### config.mk
export PLATFORM = sky130hd
export DESIGN_NAME = uart_flag_register_interface
export DESIGN_NICKNAME = d
export VERILOG_FILES = /design/src/uart_regs_pkg.sv /design/src/uart_flag_register_interface.sv
export SDC_FILE = /design/constraint.sdc
export NUM_CORES = 1
export LEC_CHECK = 0
export CAP_MARGIN = 15
export CORE_MARGIN = 2
export CORE_UTILIZATION = 45
export DETAILED_ROUTE_END_ITERATION = 10
export DONT_BUFFER_PORTS = 1
export HOLD_SLACK_MARGIN = 0.05
export PLACE_DENSITY = 0.61
export SYNTH_ARGS = -nofsm -noshare
export SYNTH_HDL_FRONTEND = slang
export SYNTH_SLANG_ARGS = --single-unit
### constraint.sdc
create_clock -name aclk -period 2.8 [get_ports aclk]
set_input_delay 0.56 -clock aclk [delete_from_list [all_inputs] [get_ports aclk]]
set_output_delay 0.56 -clock aclk [all_outputs]
set_load 0.01 [all_outputs]
### src/uart_regs_pkg.sv
// Constants for the serial port channel register interface.
// Assumes a 32-bit AXI4-Lite master; each register is one word at byte address 4 x index.
package uart_regs_pkg;

    // Register indices as printed; byte address is four times the index
    localparam logic [15:0] IDX_PORT_CLOCK_CONTROL = 16'h4380;
    localparam logic [15:0] IDX_FRAME_MODE_CONFIG  = 16'h4382;
    localparam logic [15:0] IDX_BIT_RATE_SETTING   = 16'h4384;
    localparam logic [15:0] IDX_PORT_CONTROL       = 16'h4386;
    localparam logic [15:0] IDX_TRANSMIT_BYTE      = 16'h4388;
    localparam logic [15:0] IDX_RECEIVE_BYTE       = 16'h438a;
    localparam logic [15:0] IDX_STATUS_FLAGS       = 16'h438c;
    localparam logic [15:0] IDX_EVENT_ENABLE_MASK  = 16'h438e;

    // Writable bit masks; all other bits read as zero
    localparam logic [15:0] MASK_CLOCK_CONTROL = 16'h0133;
    localparam logic [15:0] MASK_FRAME_MODE    = 16'h077f;
    localparam logic [15:0] MASK_BIT_RATE      = 16'h0fff;
    localparam logic [15:0] MASK_PORT_CONTROL  = 16'h0003;
    localparam logic [15:0] MASK_BYTE          = 16'h00ff;
    localparam logic [15:0] MASK_EVENTS        = 16'h007f;

    localparam logic [15:0] RESET_CONFIG = 16'h0000;
    localparam logic [6:0]  RESET_FLAGS  = 7'h01;

    // Flag bit positions
    localparam int FLAG_TX_EMPTY  = 0;
    localparam int FLAG_RX_ONE    = 1;
    localparam int FLAG_RX_TWO    = 2;
    localparam int FLAG_OVERRUN   = 3;
    localparam int FLAG_PARITY    = 4;
    localparam int FLAG_FRAMING   = 5;
    localparam int FLAG_TX_FINISH = 6;
    localparam int FLAG_TX_BUSY   = 8;
    localparam int FLAG_RX_BUSY   = 9;

    // Control bit positions
    localparam int CTL_ENABLE     = 0;
    localparam int CTL_SOFT_RESET = 1;

    localparam logic [1:0] RESP_OKAY   = 2'h0;
    localparam logic [1:0] RESP_SLVERR = 2'h2;

    localparam logic [1:0] RX_DEPTH = 2'h2;

endpackage

### src/uart_flag_register_interface.sv
// Register file and status flags of one asynchronous serial port channel.
// Assumes an AXI4-Lite master on aclk and a serial engine that reports events as one-cycle pulses.
//
// Overview of operation
// - Transmit-empty flag is one at reset, cleared by data write
// - Framing/parity flags clear on write one or data read
// - Received-byte flags clear only by reading receive data or by soft reset
// - Finish/overrun flags clear on write one; zero keeps
`timescale 1ns/1ps
`default_nettype none

module uart_flag_register_interface
    import uart_regs_pkg::*;
(
    input  wire logic        aclk,              // System clock, 100 MHz
    input  wire logic        aresetn,           // Synchronous reset, active low
    input  wire logic [31:0] s_axi_awaddr,      // Write address
    input  wire logic        s_axi_awvalid,     // Write address valid
    output logic             s_axi_awready,     // Write address ready
    input  wire logic [31:0] s_axi_wdata,       // Write data
    input  wire logic [3:0]  s_axi_wstrb,       // Write byte strobes
    input  wire logic        s_axi_wvalid,      // Write data valid
    output logic             s_axi_wready,      // Write data ready
    output logic [1:0]       s_axi_bresp,       // Write response
    output logic             s_axi_bvalid,      // Write response valid
    input  wire logic        s_axi_bready,      // Write response ready
    input  wire logic [31:0] s_axi_araddr,      // Read address
    input  wire logic        s_axi_arvalid,     // Read address valid
    output logic             s_axi_arready,     // Read address ready
    output logic [31:0]      s_axi_rdata,       // Read data
    output logic [1:0]       s_axi_rresp,       // Read response
    output logic             s_axi_rvalid,      // Read data valid
    input  wire logic        s_axi_rready,      // Read data ready
    output logic [15:0]      port_clock_control,// Clock source and divider setting
    output logic [15:0]      frame_mode_config, // Frame format setting
    output logic [15:0]      bit_rate_setting,  // Bit rate setting
    output logic             port_enable,       // Channel enabled
    output logic [7:0]       tx_data,           // Byte waiting for the transmitter
    output logic             tx_data_valid,     // Transmit byte pending
    input  wire logic        tx_take,           // Transmitter took the pending byte
    input  wire logic        tx_end,            // Transmission finished pulse
    input  wire logic        tx_busy,           // Transmitter busy level
    input  wire logic        rx_valid,          // Received byte pulse
    input  wire logic [7:0]  rx_data,           // Received byte
    input  wire logic        rx_parity_err,     // Parity error with rx_valid
    input  wire logic        rx_framing_err,    // Framing error with rx_valid
    input  wire logic        rx_busy,           // Receiver busy level
    output logic             irq                // Interrupt request, level
);
    import uart_regs_pkg::*;

    function automatic logic reg_hit(input logic [31:0] addr, input logic [15:0] idx);
        reg_hit = (addr == {14'h0000, idx, 2'h0});
    endfunction

    function automatic logic known_addr(input logic [31:0] addr);
        known_addr = reg_hit(addr, IDX_PORT_CLOCK_CONTROL) || reg_hit(addr, IDX_FRAME_MODE_CONFIG)
                  || reg_hit(addr, IDX_BIT_RATE_SETTING)   || reg_hit(addr, IDX_PORT_CONTROL)
                  || reg_hit(addr, IDX_TRANSMIT_BYTE)      || reg_hit(addr, IDX_RECEIVE_BYTE)
                  || reg_hit(addr, IDX_STATUS_FLAGS)       || reg_hit(addr, IDX_EVENT_ENABLE_MASK);
    endfunction

    logic [31:0] wr_addr;
    logic [31:0] wr_data;
    logic [3:0]  wr_strb;
    logic        wr_fire;
    logic        rd_fire;
    logic [15:0] wr_lanes;
    logic [15:0] wr_value;
    logic [15:0] port_control;
    logic [15:0] event_enable_mask;
    logic [6:0]  flags;
    logic        tx_buffer_empty_flag;
    logic        rx_one_byte_flag;
    logic        rx_two_bytes_flag;
    logic        overrun_error_flag;
    logic        parity_error_flag;
    logic        framing_error_flag;
    logic        tx_finished_flag;
    logic        soft_reset;
    logic [1:0]  rx_count;
    logic [7:0]  rx_buf [0:1];
    logic        rx_pop;
    logic        pop_ok;
    logic        push_ok;
    logic        slot;
    logic [15:0] read_value;
    logic        tx_busy_seen;
    logic        rx_busy_seen;

    // Write happens once both address and data are held and no response is pending
    assign wr_fire  = !s_axi_awready && !s_axi_wready && !s_axi_bvalid;
    assign rd_fire  = s_axi_arvalid && s_axi_arready;
    assign wr_lanes = {{8{wr_strb[1]}}, {8{wr_strb[0]}}};
    assign wr_value = wr_data[15:0];
    assign rx_pop   = rd_fire && reg_hit(s_axi_araddr, IDX_RECEIVE_BYTE);
    assign pop_ok   = rx_pop && (rx_count != 2'h0);
    assign push_ok  = rx_valid && ((rx_count != RX_DEPTH) || pop_ok);
    assign slot     = (rx_count - {1'b0, pop_ok}) != 2'h0;

    // Write address and data channels, taken in either order
    always_ff @(posedge aclk) begin
        if (!aresetn) begin
            s_axi_awready <= 1'b1;
            s_axi_wready  <= 1'b1;
            s_axi_bvalid  <= 1'b0;
            s_axi_bresp   <= RESP_OKAY;
            wr_addr       <= 32'h0000_0000;
            wr_data       <= 32'h0000_0000;
            wr_strb       <= 4'h0;
        end else begin
            if (s_axi_awvalid && s_axi_awready) begin
                s_axi_awready <= 1'b0;
                wr_addr       <= s_axi_awaddr;
            end
            if (s_axi_wvalid && s_axi_wready) begin
                s_axi_wready <= 1'b0;
                wr_data      <= s_axi_wdata;
                wr_strb      <= s_axi_wstrb;
            end
            if (wr_fire) begin
                s_axi_bvalid <= 1'b1;
                s_axi_bresp  <= known_addr(wr_addr) ? RESP_OKAY : RESP_SLVERR;
            end
            if (s_axi_bvalid && s_axi_bready) begin
                s_axi_bvalid  <= 1'b0;
                s_axi_awready <= 1'b1;
                s_axi_wready  <= 1'b1;
            end
        end
    end

    // Read channel; the data register pops at the address handshake
    always_comb begin
        read_value = 16'h0000;
        if (reg_hit(s_axi_araddr, IDX_PORT_CLOCK_CONTROL)) begin
            read_value = port_clock_control;
        end else if (reg_hit(s_axi_araddr, IDX_FRAME_MODE_CONFIG)) begin
            read_value = frame_mode_config;
        end else if (reg_hit(s_axi_araddr, IDX_BIT_RATE_SETTING)) begin
            read_value = bit_rate_setting;
        end else if (reg_hit(s_axi_araddr, IDX_PORT_CONTROL)) begin
            read_value = port_control;
        end else if (reg_hit(s_axi_araddr, IDX_TRANSMIT_BYTE)) begin
            read_value = {8'h00, tx_data};
        end else if (reg_hit(s_axi_araddr, IDX_RECEIVE_BYTE)) begin
            read_value = (rx_count != 2'h0) ? {8'h00, rx_buf[0]} : 16'h0000;
        end else if (reg_hit(s_axi_araddr, IDX_STATUS_FLAGS)) begin
            read_value = {6'h00, rx_busy_seen, tx_busy_seen, 1'b0, flags};
        end else if (reg_hit(s_axi_araddr, IDX_EVENT_ENABLE_MASK)) begin
            read_value = event_enable_mask;
        end
    end

    always_ff @(posedge aclk) begin
        if (!aresetn) begin
            s_axi_arready <= 1'b1;
            s_axi_rvalid  <= 1'b0;
            s_axi_rdata   <= 32'h0000_0000;
            s_axi_rresp   <= RESP_OKAY;
        end else begin
            if (rd_fire) begin
                s_axi_arready <= 1'b0;
                s_axi_rvalid  <= 1'b1;
                s_axi_rdata   <= {16'h0000, read_value};
                s_axi_rresp   <= known_addr(s_axi_araddr) ? RESP_OKAY : RESP_SLVERR;
            end else if (s_axi_rvalid && s_axi_rready) begin
                s_axi_rvalid  <= 1'b0;
                s_axi_arready <= 1'b1;
            end
        end
    end

    // Configuration registers driving the serial engine, and the event enable mask driving irq
    always_ff @(posedge aclk) begin
        if (!aresetn) begin
            port_clock_control <= RESET_CONFIG;
            frame_mode_config  <= RESET_CONFIG;
            bit_rate_setting   <= RESET_CONFIG;
            port_control       <= RESET_CONFIG;
            event_enable_mask  <= RESET_CONFIG;
        end else begin
            // Soft reset request lasts one cycle so software need not clear it
            port_control[CTL_SOFT_RESET] <= 1'b0;
            if (wr_fire) begin
                if (reg_hit(wr_addr, IDX_PORT_CLOCK_CONTROL)) begin
                    port_clock_control <= (port_clock_control & ~wr_lanes) | (wr_value & wr_lanes & MASK_CLOCK_CONTROL);
                end else if (reg_hit(wr_addr, IDX_FRAME_MODE_CONFIG)) begin
                    frame_mode_config <= (frame_mode_config & ~wr_lanes) | (wr_value & wr_lanes & MASK_FRAME_MODE);
                end else if (reg_hit(wr_addr, IDX_BIT_RATE_SETTING)) begin
                    bit_rate_setting <= (bit_rate_setting & ~wr_lanes) | (wr_value & wr_lanes & MASK_BIT_RATE);
                end else if (reg_hit(wr_addr, IDX_PORT_CONTROL)) begin
                    port_control <= (port_control & ~wr_lanes) | (wr_value & wr_lanes & MASK_PORT_CONTROL);
                end else if (reg_hit(wr_addr, IDX_EVENT_ENABLE_MASK)) begin
                    event_enable_mask <= (event_enable_mask & ~wr_lanes) | (wr_value & wr_lanes & MASK_EVENTS);
                end
            end
        end
    end

    assign soft_reset = port_control[CTL_SOFT_RESET];

    always_ff @(posedge aclk) begin
        if (!aresetn) begin
            port_enable  <= 1'b0;
            tx_busy_seen <= 1'b0;
            rx_busy_seen <= 1'b0;
        end else begin
            port_enable  <= port_control[CTL_ENABLE];
            tx_busy_seen <= tx_busy && !soft_reset;
            rx_busy_seen <= rx_busy && !soft_reset;
        end
    end

    // Transmit holding byte; a write in the take cycle refills it, so empty stays low
    always_ff @(posedge aclk) begin
        if (!aresetn || soft_reset) begin
            tx_data_valid        <= 1'b0;
            tx_buffer_empty_flag <= RESET_FLAGS[FLAG_TX_EMPTY];
        end else if (wr_fire && reg_hit(wr_addr, IDX_TRANSMIT_BYTE) && wr_strb[0]) begin
            tx_data_valid        <= 1'b1;
            tx_buffer_empty_flag <= 1'b0;
        end else if (tx_take && tx_data_valid) begin
            tx_data_valid        <= 1'b0;
            tx_buffer_empty_flag <= 1'b1;
        end
    end

    always_ff @(posedge aclk) begin
        if (!aresetn) begin
            tx_data <= 8'h00;
        end else if (wr_fire && reg_hit(wr_addr, IDX_TRANSMIT_BYTE) && wr_strb[0]) begin
            tx_data <= wr_value[7:0];
        end
    end

    // Two-byte receive buffer; head is slot 0
    always_ff @(posedge aclk) begin
        if (!aresetn || soft_reset) begin
            rx_count <= 2'h0;
        end else begin
            rx_count <= rx_count + {1'b0, push_ok} - {1'b0, pop_ok};
        end
    end

    always_ff @(posedge aclk) begin
        if (!aresetn) begin
            rx_buf[0] <= 8'h00;
            rx_buf[1] <= 8'h00;
        end else begin
            if (pop_ok) begin
                rx_buf[0] <= rx_buf[1];
            end
            if (push_ok) begin
                rx_buf[slot] <= rx_data;
            end
        end
    end

    // Byte-count flags follow the buffer, so only a data read or a soft reset lowers them
    assign rx_one_byte_flag  = (rx_count != 2'h0);
    assign rx_two_bytes_flag = (rx_count == RX_DEPTH);
    assign flags = {tx_finished_flag, framing_error_flag, parity_error_flag, overrun_error_flag,
                    rx_two_bytes_flag, rx_one_byte_flag, tx_buffer_empty_flag};

    // Error and finish flags; a new event wins over a clear in the same cycle
    always_ff @(posedge aclk) begin
        if (!aresetn || soft_reset) begin
            overrun_error_flag <= 1'b0;
            parity_error_flag  <= 1'b0;
            framing_error_flag <= 1'b0;
            tx_finished_flag   <= 1'b0;
        end else begin
            if (rx_valid && !push_ok) begin
                overrun_error_flag <= 1'b1;
            end else if (wr_fire && reg_hit(wr_addr, IDX_STATUS_FLAGS) && wr_strb[0] && wr_value[FLAG_OVERRUN]) begin
                overrun_error_flag <= 1'b0;
            end
            if (tx_end) begin
                tx_finished_flag <= 1'b1;
            end else if (wr_fire && reg_hit(wr_addr, IDX_STATUS_FLAGS) && wr_strb[0] && wr_value[FLAG_TX_FINISH]) begin
                tx_finished_flag <= 1'b0;
            end
            if (rx_valid && rx_parity_err) begin
                parity_error_flag <= 1'b1;
            end else if (rx_pop || (wr_fire && reg_hit(wr_addr, IDX_STATUS_FLAGS) && wr_strb[0]
                                    && wr_value[FLAG_PARITY])) begin
                parity_error_flag <= 1'b0;
            end
            if (rx_valid && rx_framing_err) begin
                framing_error_flag <= 1'b1;
            end else if (rx_pop || (wr_fire && reg_hit(wr_addr, IDX_STATUS_FLAGS) && wr_strb[0]
                                    && wr_value[FLAG_FRAMING])) begin
                framing_error_flag <= 1'b0;
            end
        end
    end

    always_ff @(posedge aclk) begin
        if (!aresetn) begin
            irq <= 1'b0;
        end else begin
            irq <= |(flags & event_enable_mask[6:0]);
        end
    end

    a_tx_empty_reset: assert property (@(posedge aclk) !aresetn |=> flags[FLAG_TX_EMPTY])
        else $error("Transmit-empty flag not set after reset");

    a_tx_empty_write: assert property (@(posedge aclk) disable iff (!aresetn)
        (wr_fire && reg_hit(wr_addr, IDX_TRANSMIT_BYTE) && wr_strb[0]) |=> !flags[FLAG_TX_EMPTY])
        else $error("Transmit-empty flag not cleared by data write");

    a_err_read_clear: assert property (@(posedge aclk) disable iff (!aresetn)
        (rx_pop && !rx_valid) |=> !flags[FLAG_PARITY] && !flags[FLAG_FRAMING])
        else $error("Error flags not cleared by data read");

    a_rx_flag_fall: assert property (@(posedge aclk) disable iff (!aresetn)
        $fell(flags[FLAG_RX_ONE]) |-> $past(rx_pop) || $past(soft_reset))
        else $error("Received-byte flag fell without a data read");

    a_w1c_zero_keep: assert property (@(posedge aclk) disable iff (!aresetn)
        (flags[FLAG_TX_FINISH] && wr_fire && reg_hit(wr_addr, IDX_STATUS_FLAGS)
         && !wr_value[FLAG_TX_FINISH] && !soft_reset) |=> flags[FLAG_TX_FINISH])
        else $error("Finish flag lost on a zero write");

    a_w1c_one_clear: assert property (@(posedge aclk) disable iff (!aresetn)
        (wr_fire && reg_hit(wr_addr, IDX_STATUS_FLAGS) && wr_strb[0] && wr_value[FLAG_OVERRUN]
         && !rx_valid) |=> !flags[FLAG_OVERRUN])
        else $error("Overrun flag not cleared by writing one");

    a_irq_follows: assert property (@(posedge aclk) disable iff (!aresetn)
        ((|(flags & event_enable_mask[6:0])) |=> irq) and (!(|(flags & event_enable_mask[6:0])) |=> !irq))
        else $error("Interrupt does not follow enabled flags");

endmodule

`default_nettype wire

* Word-level counts from Yosys, hierarchy flattened
Memories as Yosys holds them, arrays and structs flattened.
Cells that the tools add are included.
** Word-level totals
- Bits of input ports :: 122
- Output and inout bits :: 100
- Register bits :: 171
- Memories kept :: 1
- Bits in writable memories :: 16
- Logic and storage cells :: 174
** Operators by class
- Reductions and logical operators :: 65
- Muxes and demuxes :: 38
- Equality and inequality tests :: 18
- $add $sub $neg :: 3
- Bitwise gates (word level) :: 20
** Memories
- rx_buf :: words 2, bits a word 8, read ports 2, clocked after memory_dff 0, write ports 2, line uart_flag_register_interface.sv:82 : logic [7:0] rx_buf [0:1];
** Operator list (number)
- $eq A32 B17 Y1 const B :: 16
- $mux W16 :: 8
- $and A16 B16 Y16 :: 5
- $mux W1 :: 25
- $logic_and A1 B1 Y1 :: 24
- $mux W8 :: 3
- $logic_or A1 B1 Y1 :: 18
- $not A16 Y16 :: 1
- $or A16 B11 Y16 :: 1
- $or A16 B12 Y16 :: 1
- $or A16 B2 Y16 :: 1
- $or A16 B7 Y16 :: 1
- $or A16 B9 Y16 :: 1
- $reduce_bool A2 Y1 :: 8
- $and A12 B12 Y12 :: 1
- $reduce_or A8 Y1 :: 1
- $and A7 B7 Y7 :: 1
- $reduce_or A7 Y1 :: 1
- $logic_not A1 Y1 :: 6
- $not A1 Y1 :: 6
- $reduce_and A6 Y1 :: 1
- $reduce_or A6 Y1 :: 1
- $reduce_and A5 Y1 :: 1
- $mux W2 :: 2
- 9 further kinds :: 10

* Depth between registers and ports, before layout
- Word-level depth :: 10
- Depth in mapped cells :: 9

* Worst setup path before layout
OpenSTA, ideal clock, no wires.
- Kind :: input to register
- Start :: input port s_axi_araddr[14]
- End :: memory rx_buf[0][0], enable pin
- Setup slack :: -0.218 ns
- Path buffers :: 1
- Setup time :: 0.404 ns
- Stages on the path :: 5
- Arrival time :: 2.614 ns
- Cell sequence :: nor4b_1 -> nand4_1 -> or2_0 -> clkbuf_1 -> o311ai_0
** RTL lines
- from (decl) :: line uart_flag_register_interface.sv:27 : input wire logic [31:0] s_axi_araddr,
- to (decl) :: line uart_flag_register_interface.sv:82

* Worst setup path after layout
- Start :: register s_axi_bvalid
- End :: register port_control[3]
** Between the ends
- Cells in the longest elaborated chain, start to end :: 3
** Ends and longest elaborated chain
- from (decl) :: line uart_flag_register_interface.sv:25 : output logic s_axi_bvalid,
- from (signal assigned) :: line uart_flag_register_interface.sv:106 : s_axi_bvalid <= 1'b0;
- from (signal assigned) :: line uart_flag_register_interface.sv:122 : s_axi_bvalid <= 1'b1;
- from (signal assigned) :: line uart_flag_register_interface.sv:126 : s_axi_bvalid <= 1'b0;
- $logic_not A1 Y1 :: line uart_flag_register_interface.sv:92 : assign wr_fire = !s_axi_awready && !s_axi_wready && !s_axi_bvalid;
- $logic_and A1 B1 Y1 :: line uart_flag_register_interface.sv:92
- $reduce_and A5 Y1 (no line)
- to (signal assigned) :: line uart_flag_register_interface.sv:193 : port_control <= (port_control & ~wr_lanes) | (wr_value & wr_lanes & MASK_PORT_CONTROL);
- to (decl) :: line uart_flag_register_interface.sv:70 : logic [15:0] port_control;
No other way between the ends.
A chain may end at the register's enable or synchronous reset.

==> out/results.tsv <==
metric	value	unit
status	finished clean	
drt-initial-drc-count	500	
synthXorXnorAreaFrac	0.001097	
cp.arrival	2.64	ns
hold_buffers	0	
drc_errors	0	
start_util	0.4614	
synth-seq-area-share	0.4841	
vias	6330	
ctsResizeCount	0	
power.density	641.0	nW/um^2
skew	0.008234	ns
critPathBufInv	1	
cp_slowest_cell	or4_1	
synthSimpleGateAreaFrac	0.2436	
layout-drive-gt1-share	0.08420	
synth_area_leader_cell	dfxtp_1	
route.detailed.wl_per_inst	20.09	um
nNetsFinal	977	
startpoint_type	flip-flop	
drv_slew	0	
setup_violations	0	
die_x	137.2	um
vias_per_cell	5.797	
cts_tree	yes	
dr.pass1.iters	5	
syn_area	7981	um^2
rows	48	
final.period_utilization	0.8256	
dieArea	18820	um^2
gp_congestion	0.8373	
die_h	137.2	um
totalPowerFinal	5.566	mW
grt_usage	0.2363	
cts_setup_buffers	0	
ys_seq_elements	185	
ys.flop_type	dfxtp_1	
antenna_found_initial	0	
intPower	4.144	mW
timing_worst_setup_path_type	flip-flop to flip-flop	
cpPeakStageDelay	0.63	ns
ios	222	
n_antenna_cell	0	
worst_pin_slew	0.9874	ns
rsz0062_at_grt	no	
holdCritPathClass	primary input to flip-flop	
avgSynthCellArea	9.132	um^2
synth-warning-count	0	
max_freq	432.6	MHz
synth_most_common_cell	dfxtp_1	
finalHoldViolCount	0	
place_inst	1060	
power_switching_share	0.2555	
grt_pass1_vias	6094	
pwr-share-seq	0.508	
place_hpwl	16020	um
numCtsBuffers	17	
synth_edf_count	16	
synthCells	874	
crit_chain	nor3_1 > buf_4 > nand4_1 > or4_1 > o31a_1 > and2_1	
synth.area.top_cells	dfxtp_1 42%, mux2i_1 6.9%, nand2_1 6.4%	
synth_common_cells	169 x dfxtp_1, 136 x nand2_1, 67 x a21oi_1	
p_clk_frac	0.426	
worst_setup_path_end_kind	flip-flop	
core_area	17300	um^2
wl	21940	um
syn2layout_area_growth	8.795	%
cp_data_required_time	3.13	ns
synth_top_area_share	0.4239	
cts_buffer_depth	2	
seq_area	3864	um^2
finalNonFillerCells	1092	
synth_compound_area_frac	0.1342	
leakage	3.513	nW
multi_input_comb_area	3799	um^2
grt_overflow	0	
grt_pass1_wl	33820	um
finalCriticalPeriod	2.312	ns
p_switching	1.422	mW
ant_nets	0	
htreeDepth	4	
relSlewSlack	0.3418	
irDropWorstVdd	0.4392	mV
synth_mux_area_frac	0.08591	
portBuffers	0	
crit_fanout	6	
setup_tns	0	ns
cts.clk_slew.worst_paths	0.07	ns
synthArstFlopShare	0	
cp_top_family	simple AND/OR/NAND/NOR gates	
combinationalPowerShare	0.066	
grt_max_degree	58	
max_cap_viol_count	0	
fill_cells	1628	
synth-adder-area-share	0.001568	
cts.sinks	185	
synth.distinct_cells	72	
clk_latency	0.44	ns
synth_top_family_by_area	simple AND/OR/NAND/NOR gates	
cts-root-buf	clkbuf_16	
==> kinds of logic after synthesis <==
kind of cell               after synthesis
AOI/OAI and AO/OA                      168
xor gates and xnor gates                 1
adders and majority gates                1
buffers and inverters                   84
DFF                                    185
muxes                                   64
other                                    1
and+or+nand+nor                        370
==> per-layer routing <==
| layer | vias to the layer above | routed length, um | global-route usage |
|---|---|---|---|
| met1 | 3004 | 9191 | 0.2995 |
| li1 | 3024 | - | - |
| met4 | 0 | 317 | 0.06186 |
| met5 | - | 0 | 0 |
| met3 | 24 | 2242 | 0.08756 |
| met2 | 278 | 10190 | 0.3803 |
==> worst reg2reg max path, stage by stage, from the launching register on <==
cell and delay, ns:
dfxtp_1 0.37, nor3_1 0.27, buf_4 0.19, nand4_1 0.12, or4_1 0.63, o31a_1 0.44
and2_1 0.20
==> stage by stage <==
| step | hold WS [ns] | util | setup WS, ns | cell area (um^2) |
|---|---|---|---|---|
| after floorplan | 0.4215 | - | 0.08309 | 8054 |
| after global placement | 0.4357 | 0.4684 | 0.1779 | 8102 |
| after detailed placement | 0.4393 | 0.4684 | 0.1377 | 8102 |
| after CTS | 0.2057 | 0.5020 | 0.4658 | 8683 |
| after global routing | 0.2015 | 0.5020 | 0.3392 | 8683 |
| final | 0.2219 | 0.5020 | 0.4884 | 8683 |
==> power groups by stage <==
stage	Clock [mW]	Combinational, mW	Sequential, mW
4_1_cts	2.41	0.367	2.82
5_1_grt	2.53	0.411	2.83
6_report	2.37	0.367	2.83
3_3_place_gp	0	0.357	2.88
3_5_place_dp	0	0.367	2.89
2_1_floorplan	0	0.336	2.86
==> worst paths after layout <==
check,from,end,slack [ns],cells past startpoint
worst min-delay path,s_axi_wvalid,s_axi_wready,0.22,1
worst max-delay path,s_axi_bvalid,port_control[3],0.49,6
worst max register to register,s_axi_bvalid,port_control[3],0.49,6
worst min register to register,wr_addr[27],wr_addr[27],0.45,2
==> cell usage in the layout, fill, tap and decap left out, types with 4 or more instances in the layout <==
master / netlist / routed
or4_1: 4 / 4
mux2_2: 6 / 6
nand4_1: 7 / 7
mux2i_1: 55 / 55
o21ai_0: 24 / 24
a22oi_1: 5 / 5
a211o_1: 4 / 4
buf_4: 18 / 14
nand4_2: 5 / 5
a31oi_1: 9 / 9
inv_1: 14 / 13
a221oi_1: 5 / 5
nand2b_1: 13 / 13
a21oi_1: 67 / 67
a22o_1: 9 / 9
nor2b_1: 7 / 7
dfxtp_1: 169 / 169
and2_1: 35 / 35
o21a_1: 4 / 4
nor2_1: 59 / 59
and3_1: 23 / 23
inv_8: 0 / 4
edfxtp_1: 16 / 16
nor4_1: 16 / 16
or2_2: 4 / 4
nor3_1: 14 / 14
inv_6: 0 / 4
nand2_1: 136 / 136
clkbuf_16: 0 / 17
a21o_1: 5 / 5
nand3_1: 15 / 15
conb_1: 1 / 18
or3_1: 6 / 6
o22ai_1: 6 / 6
==> cell type report <==
cell class / count / area share
sequential: 185 / 0.4450
multi-input combinational: 622 / 0.4375
clock buffer: 17 / 0.04899
tap: 225 / 0.03242
clock inverter: 15 / 0.01801
timing repair buffer: 14 / 0.01210
inverter: 14 / 0.006052
Note: power is estimated with default switching activity, not from simulation.
